`config.mk`:
```
export PLATFORM = sky130hd
export DESIGN_NAME = hdlc_dchannel_irq_and_command_ctrl
export DESIGN_NICKNAME = d
export VERILOG_FILES = /design/src/common/hdlc_ctrl_pkg.sv /design/src/rtl/hdlc_dchannel_irq_and_command_ctrl.sv
export SDC_FILE = /design/constraint.sdc
export NUM_CORES = 1
export LEC_CHECK = 0
export ABC_AREA = 1
export BUFFER_PORTS_ARGS = -buffer_cell sky130_fd_sc_hd__buf_2
export CORE_ASPECT_RATIO = 0.8
export CORE_UTILIZATION = 40
export DETAILED_ROUTE_END_ITERATION = 8
export PLACE_DENSITY = 0.78
export SYNTH_ARGS = -nofsm -noshare
export SYNTH_HDL_FRONTEND = slang
export SYNTH_SLANG_ARGS = --single-unit
```
`constraint.sdc`:
```
create_clock -name clock -period 2.3 [get_ports clock]
set_input_delay 0 -clock clock [delete_from_list [all_inputs] [get_ports clock]]
set_output_delay 0 -clock clock [all_outputs]
set_load 0.03 [all_outputs]
```
`src/common/hdlc_ctrl_pkg.sv`:
```
// Purpose: Shared constants and carriers of the D-channel event and command block
// Assumes: AHB-Lite word access, one register per aligned word
// Notes: Byte address of a register is four times its index
package hdlc_ctrl_pkg;

   // Register indices; byte address is index * 4
   localparam logic [7:0] IDX_IRQ_STATUS = 8'h20;
   localparam logic [7:0] IDX_COMMAND = 8'h21;
   localparam logic [7:0] IDX_LINK_MODE = 8'h22;
   localparam logic [7:0] IDX_EXT_IRQ_STATUS = 8'h24;

   // Reset values
   localparam logic [7:0] IRQ_STATUS_RST = 8'h00;
   localparam logic [7:0] EXT_IRQ_STATUS_RST = 8'h00;
   localparam logic [31:0] RDATA_RST = 32'h0000_0000;

   // irq_status bit positions
   localparam int BIT_RX_MSG_END = 7;
   localparam int BIT_RX_POOL_FULL = 6;
   localparam int BIT_PEER_STATUS = 5;
   localparam int BIT_TX_POOL_READY = 4;
   localparam int BIT_TIMER_EXPIRY = 3;
   localparam int BIT_EXT_SUMMARY = 0;

   // extended_irq_status bit positions
   localparam int BIT_TX_REPEAT = 7;
   localparam int BIT_TX_UNDERRUN = 6;
   localparam int BIT_PROTOCOL_ERR = 5;
   localparam int BIT_RX_OVERFLOW = 4;

   // command bit positions, one command per bit
   localparam int CMD_RX_ACK = 7;
   localparam int CMD_RX_RESET = 6;
   localparam int CMD_RX_NOT_READY = 5;
   localparam int CMD_TIMER_START = 4;
   localparam int CMD_TX_TRANSPARENT = 3;
   localparam int CMD_TX_AUTO = 2;
   localparam int CMD_CLOSE_FRAME = 1;
   localparam int CMD_TX_RESET = 0;

   // link_mode bit positions
   localparam int MODE_MANUAL = 0;
   localparam int MODE_RNR_ACTIVE = 1;
   localparam int MODE_RX_WAIT = 2;
   localparam int MODE_TX_BUSY = 3;

   typedef enum logic [1:0] {TX_IDLE, TX_OPEN, TX_CLOSING, TX_WAIT_ACK} tx_state_t;

   // Events from the receive side of the frame engine
   typedef struct packed {
      logic pool_stored;
      logic frame_end;
      logic frame_lost;
      logic bad_nr;
      logic s_with_info;
      logic i_not_command;
      logic s_undefined;
      logic rr_rnr_seen;
      logic i_or_s_seen;
      logic ext_timer_expired;
      logic t200_expired;
      logic n200_expired;
   } rx_evt_t;

   // Events from the transmit side of the frame engine
   typedef struct packed {
      logic space_ready;
      logic fifo_empty;
      logic frame_sent;
      logic tx_error;
      logic peer_nak;
      logic peer_ack;
   } tx_evt_t;

   // One-cycle strobes to the frame engine
   typedef struct packed {
      logic rx_release;
      logic rx_clear;
      logic seq_reset;
      logic send_rnr;
      logic timer_start;
      logic tx_go;
      logic tx_transparent;
      logic tx_close;
      logic tx_abort;
      logic tx_clear;
   } ctrl_t;

endpackage

```
`src/rtl/hdlc_dchannel_irq_and_command_ctrl.sv`:
```
// Purpose: Event flags and command strobes of an HDLC D-channel controller
// Assumes: Frame engine on the same clock; event inputs are one-cycle pulses
// Notes: AHB-Lite slave, zero wait states, always OKAY
//
// The implementer's own choice: the AHB-Lite interface to the registers.
`timescale 1ns/1ns
module hdlc_dchannel_irq_and_command_ctrl (
   input wire logic clock,
   input wire logic arst_n,
   input wire logic hsel,
   input wire logic [31:0] haddr,
   input wire logic [1:0] htrans,
   input wire logic hwrite,
   input wire logic [2:0] hsize,
   input wire logic [31:0] hwdata,
   input wire logic hready,
   output logic [31:0] hrdata,
   output logic hreadyout,
   output logic hresp,
   input wire hdlc_ctrl_pkg::rx_evt_t rx_evt,
   input wire hdlc_ctrl_pkg::tx_evt_t tx_evt,
   output hdlc_ctrl_pkg::ctrl_t ctrl,
   output logic rnr_active
);

   typedef struct packed {
      logic [31:0] rdata;
      logic ready;
      logic resp;
      logic wr_pend;
      logic [7:0] wr_idx;
      logic [7:0] irq_flags;
      logic [7:0] ext_flags;
      logic manual_mode;
      logic rnr;
      logic rnr_out;
      logic rx_wait;
      logic held_v;
      logic held_end;
      hdlc_ctrl_pkg::tx_state_t tx_state;
      logic tx_auto;
      hdlc_ctrl_pkg::ctrl_t ctrl;
   } state_t;

   state_t s_q;
   state_t s_d;

   logic take;
   logic mapped;
   logic [7:0] idx;
   logic [7:0] cmd;
   logic [7:0] set_irq;
   logic [7:0] set_ext;
   logic [7:0] clr_irq;
   logic [7:0] clr_ext;
   logic auto;
   logic rx_evt_any;
   logic tx_send;
   logic tx_fail;
   logic ext_any;

   always_comb begin
      s_d = s_q;
      s_d.ctrl = '0;
      s_d.ready = 1'b1;
      s_d.resp = 1'b0;
      set_irq = 8'h00;
      set_ext = 8'h00;
      clr_irq = 8'h00;
      clr_ext = 8'h00;
      cmd = 8'h00;
      auto = ~s_q.manual_mode;
      ext_any = |s_q.ext_flags;

      // Address phase
      take = hsel & htrans[1] & hready;
      idx = haddr[9:2];
      mapped = (haddr[31:10] == 22'h0);
      if (take) begin
         s_d.wr_pend = hwrite & mapped;
         s_d.wr_idx = idx;
         s_d.rdata = hdlc_ctrl_pkg::RDATA_RST;
         if (!hwrite && mapped) begin
            case (idx)
               hdlc_ctrl_pkg::IDX_IRQ_STATUS: begin
                  s_d.rdata[7:0] = s_q.irq_flags;
                  s_d.rdata[hdlc_ctrl_pkg::BIT_EXT_SUMMARY] = ext_any;
                  clr_irq = 8'hFF;
               end
               hdlc_ctrl_pkg::IDX_EXT_IRQ_STATUS: begin
                  s_d.rdata[7:0] = s_q.ext_flags;
                  clr_ext = 8'hFF;
               end
               hdlc_ctrl_pkg::IDX_LINK_MODE: begin
                  s_d.rdata[hdlc_ctrl_pkg::MODE_MANUAL] = s_q.manual_mode;
                  s_d.rdata[hdlc_ctrl_pkg::MODE_RNR_ACTIVE] = s_q.rnr;
                  s_d.rdata[hdlc_ctrl_pkg::MODE_RX_WAIT] = s_q.rx_wait;
                  s_d.rdata[hdlc_ctrl_pkg::MODE_TX_BUSY] =
                     (s_q.tx_state != hdlc_ctrl_pkg::TX_IDLE);
               end
               default: begin
                  s_d.rdata = hdlc_ctrl_pkg::RDATA_RST;
               end
            endcase
         end
      end else if (hready) begin
         s_d.wr_pend = 1'b0;
      end

      // Data phase of a write
      if (s_q.wr_pend) begin
         case (s_q.wr_idx)
            hdlc_ctrl_pkg::IDX_COMMAND: begin
               cmd = hwdata[7:0];
            end
            hdlc_ctrl_pkg::IDX_LINK_MODE: begin
               s_d.manual_mode = hwdata[hdlc_ctrl_pkg::MODE_MANUAL];
            end
            default: begin
               cmd = 8'h00;
            end
         endcase
      end

      // Receiver-not-ready stays in effect until a command write drops it
      if (s_q.wr_pend && s_q.wr_idx == hdlc_ctrl_pkg::IDX_COMMAND) begin
         s_d.rnr = cmd[hdlc_ctrl_pkg::CMD_RX_NOT_READY];
      end
      s_d.rnr_out = s_d.rnr & ~s_d.manual_mode;
      s_d.ctrl.send_rnr = auto & s_q.rnr & rx_evt.i_or_s_seen;

      // Receive side commands
      s_d.ctrl.rx_release = cmd[hdlc_ctrl_pkg::CMD_RX_ACK];
      s_d.ctrl.rx_clear = cmd[hdlc_ctrl_pkg::CMD_RX_RESET];
      s_d.ctrl.seq_reset = cmd[hdlc_ctrl_pkg::CMD_RX_RESET] & auto;
      s_d.ctrl.timer_start = cmd[hdlc_ctrl_pkg::CMD_TIMER_START];

      // Pool and end events, one reported at a time
      rx_evt_any = rx_evt.pool_stored | rx_evt.frame_end;
      if (cmd[hdlc_ctrl_pkg::CMD_RX_RESET]) begin
         s_d.rx_wait = 1'b0;
         s_d.held_v = 1'b0;
         s_d.held_end = 1'b0;
      end else begin
         if (cmd[hdlc_ctrl_pkg::CMD_RX_ACK] && s_q.rx_wait) begin
            if (s_q.held_v) begin
               // Release the held event now that storage is freed
               s_d.held_v = 1'b0;
               if (s_q.held_end) begin
                  set_irq[hdlc_ctrl_pkg::BIT_RX_MSG_END] = 1'b1;
               end else begin
                  set_irq[hdlc_ctrl_pkg::BIT_RX_POOL_FULL] = 1'b1;
               end
            end else begin
               s_d.rx_wait = 1'b0;
            end
         end
         if (rx_evt_any) begin
            if (s_d.rx_wait) begin
               s_d.held_v = 1'b1;
               s_d.held_end = rx_evt.frame_end;
            end else begin
               s_d.rx_wait = 1'b1;
               if (rx_evt.frame_end) begin
                  set_irq[hdlc_ctrl_pkg::BIT_RX_MSG_END] = 1'b1;
               end else begin
                  set_irq[hdlc_ctrl_pkg::BIT_RX_POOL_FULL] = 1'b1;
               end
            end
         end
      end

      // Receive error and link events
      set_ext[hdlc_ctrl_pkg::BIT_RX_OVERFLOW] = rx_evt.frame_lost;
      set_ext[hdlc_ctrl_pkg::BIT_PROTOCOL_ERR] = auto & (rx_evt.bad_nr |
         rx_evt.s_with_info | rx_evt.i_not_command | rx_evt.s_undefined);
      set_irq[hdlc_ctrl_pkg::BIT_PEER_STATUS] = auto & rx_evt.rr_rnr_seen;
      set_irq[hdlc_ctrl_pkg::BIT_TIMER_EXPIRY] = auto ?
         (rx_evt.t200_expired & rx_evt.n200_expired) : rx_evt.ext_timer_expired;

      // Transmit side
      tx_fail = tx_evt.tx_error | (auto & tx_evt.peer_nak);
      set_ext[hdlc_ctrl_pkg::BIT_TX_REPEAT] = tx_fail;
      tx_send = cmd[hdlc_ctrl_pkg::CMD_TX_TRANSPARENT] | cmd[hdlc_ctrl_pkg::CMD_TX_AUTO];

      if (cmd[hdlc_ctrl_pkg::CMD_TX_RESET]) begin
         // Serializer ends the frame with seven one bits
         s_d.ctrl.tx_abort = (s_q.tx_state != hdlc_ctrl_pkg::TX_IDLE);
         s_d.ctrl.tx_clear = 1'b1;
         s_d.tx_state = hdlc_ctrl_pkg::TX_IDLE;
      end else if (tx_send) begin
         s_d.ctrl.tx_go = 1'b1;
         s_d.ctrl.tx_transparent = cmd[hdlc_ctrl_pkg::CMD_TX_TRANSPARENT];
         s_d.ctrl.tx_close = cmd[hdlc_ctrl_pkg::CMD_CLOSE_FRAME];
         s_d.tx_auto = ~cmd[hdlc_ctrl_pkg::CMD_TX_TRANSPARENT];
         if (cmd[hdlc_ctrl_pkg::CMD_CLOSE_FRAME]) begin
            s_d.tx_state = hdlc_ctrl_pkg::TX_CLOSING;
         end else begin
            s_d.tx_state = hdlc_ctrl_pkg::TX_OPEN;
         end
      end else begin
         case (s_q.tx_state)
            hdlc_ctrl_pkg::TX_IDLE: begin
               s_d.tx_state = hdlc_ctrl_pkg::TX_IDLE;
            end
            hdlc_ctrl_pkg::TX_OPEN: begin
               if (cmd[hdlc_ctrl_pkg::CMD_CLOSE_FRAME]) begin
                  s_d.ctrl.tx_close = 1'b1;
                  s_d.tx_state = hdlc_ctrl_pkg::TX_CLOSING;
               end else if (tx_evt.fifo_empty) begin
                  s_d.ctrl.tx_abort = 1'b1;
                  set_ext[hdlc_ctrl_pkg::BIT_TX_UNDERRUN] = 1'b1;
                  s_d.tx_state = hdlc_ctrl_pkg::TX_IDLE;
               end else if (tx_fail) begin
                  s_d.tx_state = hdlc_ctrl_pkg::TX_IDLE;
               end else if (tx_evt.space_ready) begin
                  set_irq[hdlc_ctrl_pkg::BIT_TX_POOL_READY] = 1'b1;
               end
            end
            hdlc_ctrl_pkg::TX_CLOSING: begin
               if (tx_fail) begin
                  s_d.tx_state = hdlc_ctrl_pkg::TX_IDLE;
               end else if (tx_evt.frame_sent) begin
                  if (s_q.tx_auto && auto) begin
                     s_d.tx_state = hdlc_ctrl_pkg::TX_WAIT_ACK;
                  end else begin
                     set_irq[hdlc_ctrl_pkg::BIT_TX_POOL_READY] = 1'b1;
                     s_d.tx_state = hdlc_ctrl_pkg::TX_IDLE;
                  end
               end
            end
            hdlc_ctrl_pkg::TX_WAIT_ACK: begin
               if (tx_fail) begin
                  s_d.tx_state = hdlc_ctrl_pkg::TX_IDLE;
               end else if (tx_evt.peer_ack) begin
                  set_irq[hdlc_ctrl_pkg::BIT_TX_POOL_READY] = 1'b1;
                  s_d.tx_state = hdlc_ctrl_pkg::TX_IDLE;
               end
            end
            default: begin
               s_d.tx_state = hdlc_ctrl_pkg::TX_IDLE;
            end
         endcase
      end

      // Sticky flags: a set in the clearing cycle survives
      s_d.irq_flags = (s_q.irq_flags & ~clr_irq) | set_irq;
      s_d.irq_flags[hdlc_ctrl_pkg::BIT_EXT_SUMMARY] = 1'b0;
      s_d.ext_flags = (s_q.ext_flags & ~clr_ext) | set_ext;
   end

   always_ff @(posedge clock or negedge arst_n) begin
      if (!arst_n) begin
         s_q.rdata <= hdlc_ctrl_pkg::RDATA_RST;
         s_q.ready <= 1'b1;
         s_q.resp <= 1'b0;
         s_q.wr_pend <= 1'b0;
         s_q.wr_idx <= 8'h00;
         s_q.irq_flags <= hdlc_ctrl_pkg::IRQ_STATUS_RST;
         s_q.ext_flags <= hdlc_ctrl_pkg::EXT_IRQ_STATUS_RST;
         s_q.manual_mode <= 1'b0;
         s_q.rnr <= 1'b0;
         s_q.rnr_out <= 1'b0;
         s_q.rx_wait <= 1'b0;
         s_q.held_v <= 1'b0;
         s_q.held_end <= 1'b0;
         s_q.tx_state <= hdlc_ctrl_pkg::TX_IDLE;
         s_q.tx_auto <= 1'b0;
         s_q.ctrl <= '0;
      end else begin
         s_q <= s_d;
      end
   end

   assign hrdata = s_q.rdata;
   assign hreadyout = s_q.ready;
   assign hresp = s_q.resp;
   assign ctrl = s_q.ctrl;
   assign rnr_active = s_q.rnr_out;

endmodule // hdlc_dchannel_irq_and_command_ctrl

```
==> results by group, run 1 <==
Status
  – Outcome: finished, final reports clean

STA
  – Final Hold Fails: 0
  – TNS Setup: 0 ns
  – Final min period: 1.82 ns
  – Fmax: 0.548 GHz
  – Period utilisation layout: 79.3%
  – Unrepaired setup endpoints after global routing: no
  – Final worst slack: 0.476 ns
  – Slew HR: 50.5%
  – Layout Skew: 0.00229 ns
  – Final setup fails: 0
  – Least-Margin Pin Slew: 0.740 ns
  – Slew Limit Fails: 0

Die
  – I/O pins: 137
  – Die Area: 7830 um^2
  – Die span in y: 79.4 um
  – Core area: 7060 um^2
  – Row Count: 27
  – Initial Util: 42.4%
  – Die Wd: 98.7 um

Min path
  – Min-Delay Startpoint: haddr[2]
  – Worst hold path depth: 3
  – Hold/Removal Path Class: in -> reg
  – Hold Path End: s_q[35]

Detailed routing
  – Via count: 2555
  – DR WL/cell: 11.6 um
  – Vias per cell: 4.53
  – Remaining antenna violation count: 0
  – DRT Pass-1 Iters: 4
  – Iter 0 DRT Violations: 114
  – Routed WL: 6550 um
  – DRC viols: 0

Power and ir drop
  – Leakage power: 2.12 nW
  – Design Power: 0.00183 W
  – Clock power share: 33.2%
  – VDD IR max: 0.258 mV
  – Sw frac: 26.5%
  – PwrDens: 509 nW/um^2
  – Psw: 0.000485 W
  – Reg power frac: 51.6%
  – Int Pwr: 0.00135 W
  – Combinational share of power: 15.2%

Clock tree
  – CTS Hold Bufs: 25
  – H-Tree Depth: 2
  – Worst-path clk slew: 0.09 ns
  – Clock root buffer: clkbuf_8
  – Clk sinks: 51
  – Clk_lat worst skew: 0.30 ns
  – Num CTS Buffers: 5
  – CTS Buffer Depth: 2
  – CTS tree: yes
  – Post-CTS setup repair buffer count: 0
  – Post-CTS sizing: 0

Synth
  – Most common cell in the netlist: nand2_1
  – Synth top area share: 42.7%
  – Synth Instances: 388
  – Seq/Total Area, Yosys: 42.7%
  – Syn avg cell area: 7.71 um^2
  – Post-synth top area cell: dfrtp_1
  – Largest cells by area after synthesis: dfrtp_1, nand2_1, buf_4
  – Seq cells post-synth: 51
  – Post-synth EDFFs: 0
  – Ys flop type: dfrtp_1
  – Post-synth top cells: nand2_1, inv_1, dfrtp_1
  – Post-synth cell types: 33
  – Yosys warns: 0
  – Async SR Flop Fraction: 100%
  – Cell area after synthesis: 2990 um^2

Placement
  – Placed cell area: 3250 um^2
  – Pre-CTS setup slack: 0.712 ns
  – Detailed placement HPWL: 5110 um
  – GPL Wtd Cong: 0.907
  – Buffers on Ports: 80

Finish
  – Finished Cell Area: 3600 um^2
  – Fraction of layout cells with a size suffix above 1: 22.4%
  – Layout area overhead: 20.4%
  – Fill count: 670
  – Final nets: 573
  – N_diodes: 0

Worst setup path
  – Worst path cell trace: dlygate4sd3_1, buf_2, nand3_1, nor2_1, nand3b_2, nand2_1, nand2_1
  – Critical R2R Launch: s_q[18]
  – Most frequent CP cell: nand2_1
  – Setup crit start kind: primary input
  – Worst R2R Path Depth: 4
  – Worst Path Required: 2.50 ns
  – Crit-path slowest cell: nand3_1
  – CP max stage delay: 0.53 ns
  – WP data arrival: 2.02 ns
  – R2R Setup Slk: 0.72 ns
  – Max FO, Critical Path: 21
  – Worst R2R End: s_q[26]
  – Critical path class: in -> reg
  – Crit path capture type: register

Global route
  – Initial antenna violation count: 0
  – Largest net degree at the start of global routing: 27
  – Met1 Use GR: 22.8%
  – Total GRT Usage: 17.7%
  – Met3 usage: 3.70%
  – Vias in the first global route: 2456
  – Gr ovfl total: 0
  – Busiest grt layer: met2
  – First-pass GRT wire length: 10900 um
  – Met2 usage: 30.4%

Flow run
  – Max_cap viols: 0
==> layer usage <==
| layer | routed length [um] | share of wire, % |
|---|---|---|
| met4 | 48 | 0.73 |
| met1 | 3130 | 48 |
| met5 | 0 | 0 |
| met2 | 3040 | 46 |
| met3 | 340 | 5.2 |
==> cell families (layout without fill, tap and decap cells) <==
kind of cell               Yosys count  after routing  synth area share (%)
AOI/OAI and AO/OA                   26             26                  4.81
buffers and inverters              106            171                  19.1
and+or+nand+nor                    198            198                  31.0
DFF                                 51             51                  42.7
other                                2             26                 0.251
adders and majority gates            4              4                  1.67
muxes                                1              1                 0.502
==> worst max path at each step <==
stage,end,startpoint
CTS,s_q[30],hready
detailed placement,s_q[30],hready
global placement,s_q[33],hready
floorplan,rnr_active,s_q[39]
global route,s_q[33],hready
finish,s_q[30],hready
==> state kept, by name, summed over array words and instances (netlist names) <==
register and cells:
rnr_active 1, s_q 32, hrdata 8, ctrl 10
==> worst max-delay path: cells and delay by family <==
kind                   cells  cell delay (ns)
AND/OR/NAND/NOR            5             1.39
buffers and inverters      2             0.63
==> final cells by class <==
cell class                 instances  area [um^2]  area share (%)
timing repair buffer             107          666            18.5
clock inverter                     1         30.0           0.834
multi-input combinational        255         1230            34.3
clock buffer                       6         72.6            2.02
inverter                          57          214            5.94
sequential                        51         1280            35.4
tap                               87          109            3.02
==> power by group through the flow <==
stage / combinational [W] / clock, W / sequential, W
final: 0.000279 / 0.000608 / 0.000945
after global routing: 0.000308 / 0.000658 / 0.000949
after CTS: 0.000278 / 0.000625 / 0.000945
after detailed placement: 0.000245 / 0 / 0.000963
after global placement: 0.000239 / 0 / 0.000961
after floorplan: 0.000182 / 0 / 0.000959
==> layout by cell type, fill, tap and decap left out, types with 4 or more instances in the layout <==
cell	count
inv_1	55
nand4_1	4
o21ai_0	14
a21oi_1	5
clkbuf_8	5
nor2_1	36
ha_1	4
conb_1	26
dlygate4sd3_1	25
dfrtp_1	51
nand2_1	102
nand3_1	35
buf_2	80
==> metrics by stage <==
| step | utilization, % | cells | hold WS (ns) |
|---|---|---|---|
| floorplan | - | 412 | -0.296 |
| CTS | 51.0 | 564 | 0.0135 |
| detailed placement | 46.0 | 532 | 0.0396 |
| global placement | 46.0 | 532 | 0.0249 |
| finish | 51.0 | 564 | 0.0203 |
| global route | 51.0 | 564 | 0.0212 |
Note: power is estimated with default switching activity, not from simulation.
==> inputs of run 2 (changes only) <==
- ABC_AREA: 1 -> 0
- PLACE_DENSITY: 0.78 -> 0.82
- clock period: 2.3 -> 1.5 ns (I/O delays scaled with it)
==> run 2 against run 1 <==
The flow now finishes with violations (setup timing). Sequential share of layout area fell by 3.0 points. Clock-buffer cell count did not move. Via count fell by 3.8%. Power rose by 63%. Non-clock buffer count rose by 34. Design area rose by 9.6%. Hold slack got worse by 0.0080 ns. Cell count fell by 14%. Critical path type is now reg -> reg. Critical endpoint is now s_q[33]. Largest cell class is now multi-input gates.
==> results by group, run 2 <==
Status
  – Outcome: complete, but fails checks
  – Violations in the final reports: setup timing

Detailed routing
  – Via count: 2458
  – Vias per cell: 5.07
  – Iter 0 DRT Violations: 178
  – DRT Pass-1 Iters: 4
  – Remaining antenna violation count: 0
  – Routed WL: 7350 um
  – DR WL/cell: 15.2 um
  – DRC viols: 0

Finish
  – Commonest cells after routing, fill and taps aside: buf_2, dfrtp_1, buf_4
  – Final nets: 493
  – Non-filler instance count after layout: 485
  – N_diodes: 0
  – Layout area overhead: 39.5%
  – Fraction of layout cells with a size suffix above 1: 47.5%
  – Top reg by flops: s_q
  – Fill count: 574
  – Max reg flops: 32
  – Most common cell after layout, fill and taps aside: buf_2

STA
  – Slew Limit Fails: 0
  – Final Hold Fails: 0
  – Final min period: 1.78 ns
  – Fmax: 0.561 GHz
  – Unrepaired setup endpoints after global routing: yes
  – Final worst slack: -0.283 ns
  – Hold WS: 0.0123 ns
  – Final setup fails: 19
  – TNS Setup: -2.59 ns
  – Layout Skew: 0.00743 ns
  – Period utilisation layout: 119%

Power and ir drop
  – Leakage power: 2.00 nW
  – VDD IR max: 0.388 mV
  – PwrDens: 758 nW/um^2

Global route
  – Total GRT Usage: 20.3%
  – First-pass GRT wire length: 11500 um
  – Vias in the first global route: 2497
  – Gr ovfl total: 0
  – Largest net degree at the start of global routing: 52
  – Initial antenna violation count: 0

Min path
  – Worst hold path depth: 3
  – Hold/Removal Path Class: in -> reg

Placement
  – Pre-CTS setup slack: -0.237 ns
  – Detailed placement HPWL: 5150 um
  – Buffers on Ports: 80
  – Placed insts: 447
  – GPL Wtd Cong: 0.863

Worst setup path
  – Crit path capture type: register
  – WP data arrival: 1.97 ns
  – R2R Setup Slk: -0.28 ns
  – Critical path class: reg -> reg
  – Worst Path Required: 1.69 ns
  – Setup crit start kind: register
  – Max FO, Critical Path: 4
  – Worst R2R Path Depth: 6

Die
  – Core area: 6860 um^2
  – Die span in y: 77.2 um
  – Row Count: 27
  – I/O pins: 137
  – Die Area: 7420 um^2
  – Initial Util: 41.3%
  – Die Wd: 96.0 um

Clock tree
  – H-Tree Depth: 2
  – Clock root buffer: clkbuf_8
  – Clk_lat worst skew: 0.31 ns
  – CTS Buffer Depth: 2
  – CTS tree: yes
  – Clk sinks: 51
  – Worst-path clk slew: 0.09 ns
  – Num CTS Buffers: 5

Synth
  – Most common cell in the netlist: dfrtp_1
  – Synth top area share: 45.1%
  – Seq cells post-synth: 51
  – Post-synth top cells: dfrtp_1, buf_4, inv_1
  – Syn avg cell area: 10.3 um^2
  – Synth Instances: 274
  – Post-synth EDFFs: 0
  – Post-synth top area cell: dfrtp_1
  – Async SR Flop Fraction: 100%
  – Largest cells by area after synthesis: dfrtp_1, buf_4, mux2_2
  – Yosys warns: 0
  – Post-synth cell types: 62
  – Ys flop type: dfrtp_1
  – Seq/Total Area, Yosys: 45.1%
  – Cell area after synthesis: 2830 um^2

Flow run
  – Max_cap viols: 0
## run 2: changes by cell type after synthesis, sizes merged, moves of 4 or more
| cell | before | now |
|---|---|---|
| a21oi | 6 | 10 |
| and2 | 0 | 10 |
| inv | 57 | 17 |
| mux2 | 1 | 9 |
| mux2i | 0 | 4 |
| nand2 | 105 | 16 |
| nand3 | 36 | 5 |
| nor2 | 39 | 9 |
| nor2b | 0 | 6 |
| nor4 | 0 | 10 |
| o21ai | 16 | 9 |
| o2bb2ai | 0 | 4 |
## run 2: layer usage
layer | routed length (um) | global-route usage, %
met1 | 3090 | 25.2
met2 | 3720 | 33.4
met3 | 422 | 5.06
met4 | 122 | 8.36
met5 | 0 | 0
## run 2: final cells by class
| class | count | area (um^2) | area share, % |
|---|---|---|---|
| clock buffer | 6 | 82.6 | 2.09 |
| clock inverter | 2 | 35.0 | 0.887 |
| inverter | 18 | 75.1 | 1.90 |
| multi-input combinational | 180 | 1410 | 35.7 |
| sequential | 51 | 1280 | 32.4 |
| tap | 87 | 109 | 2.76 |
| timing repair buffer | 141 | 957 | 24.2 |
## run 2: through the flow
step                util, %  power, W  area [um^2]
floorplan                 -   0.00178         2950
global placement       48.8   0.00191         3340
detailed placement     48.8   0.00193         3340
CTS                    55.9   0.00298         3830
global route           57.6   0.00311         3950
finish                 57.6   0.00299         3950
## run 2: critical path: stages, from the launching register on
cell and delay (ns):
dfrtp_1 0.39, or4b_4 0.59, nor3_4 0.19, nand2_2 0.15, clkinv_4 0.08, nor4b_2 0.04
a211o_1 0.23
## run 2: repair_timing
| item | 4_1_cts | 5_1_grt |
|---|---|---|
| buffers inserted | 10 | 4 |
| endpoints found under the setup margin | 15 | 21 |
| hold buffers | 16 | 0 |
| pin swaps | 12 | 6 |
| hold endpoints to repair | 65 | 0 |
| resized for setup | 27 | 23 |
## run 2: cells by family after synthesis
kind of cell | count (synthesis) | synth area share (%)
buf+inv | 67 | 15.1
compound gates | 50 | 12.8
other cells | 2 | 0.265
mux | 13 | 5.00
simple gates | 87 | 19.9
fa+ha+maj | 4 | 1.77
flops | 51 | 45.1
## run 2: path summary, 6_finish.rpt
path | startpoint | endpoint
hold / removal | hwdata[2] | s_q[10]
min in group asynchronous | arst_n | s_q[25]
max in group asynchronous | arst_n | s_q[11]
setup reg to reg | s_q[39] | s_q[33]
setup / recovery | s_q[39] | s_q[33]
hold reg to reg | hrdata[1] | hrdata[1]
## run 2: power by group
group | switching, W | internal, W
combinational | 0.000286 | 0.000238
sequential | 0.0000513 | 0.00143
clock | 0.000449 | 0.000540
total | 0.000787 | 0.00221
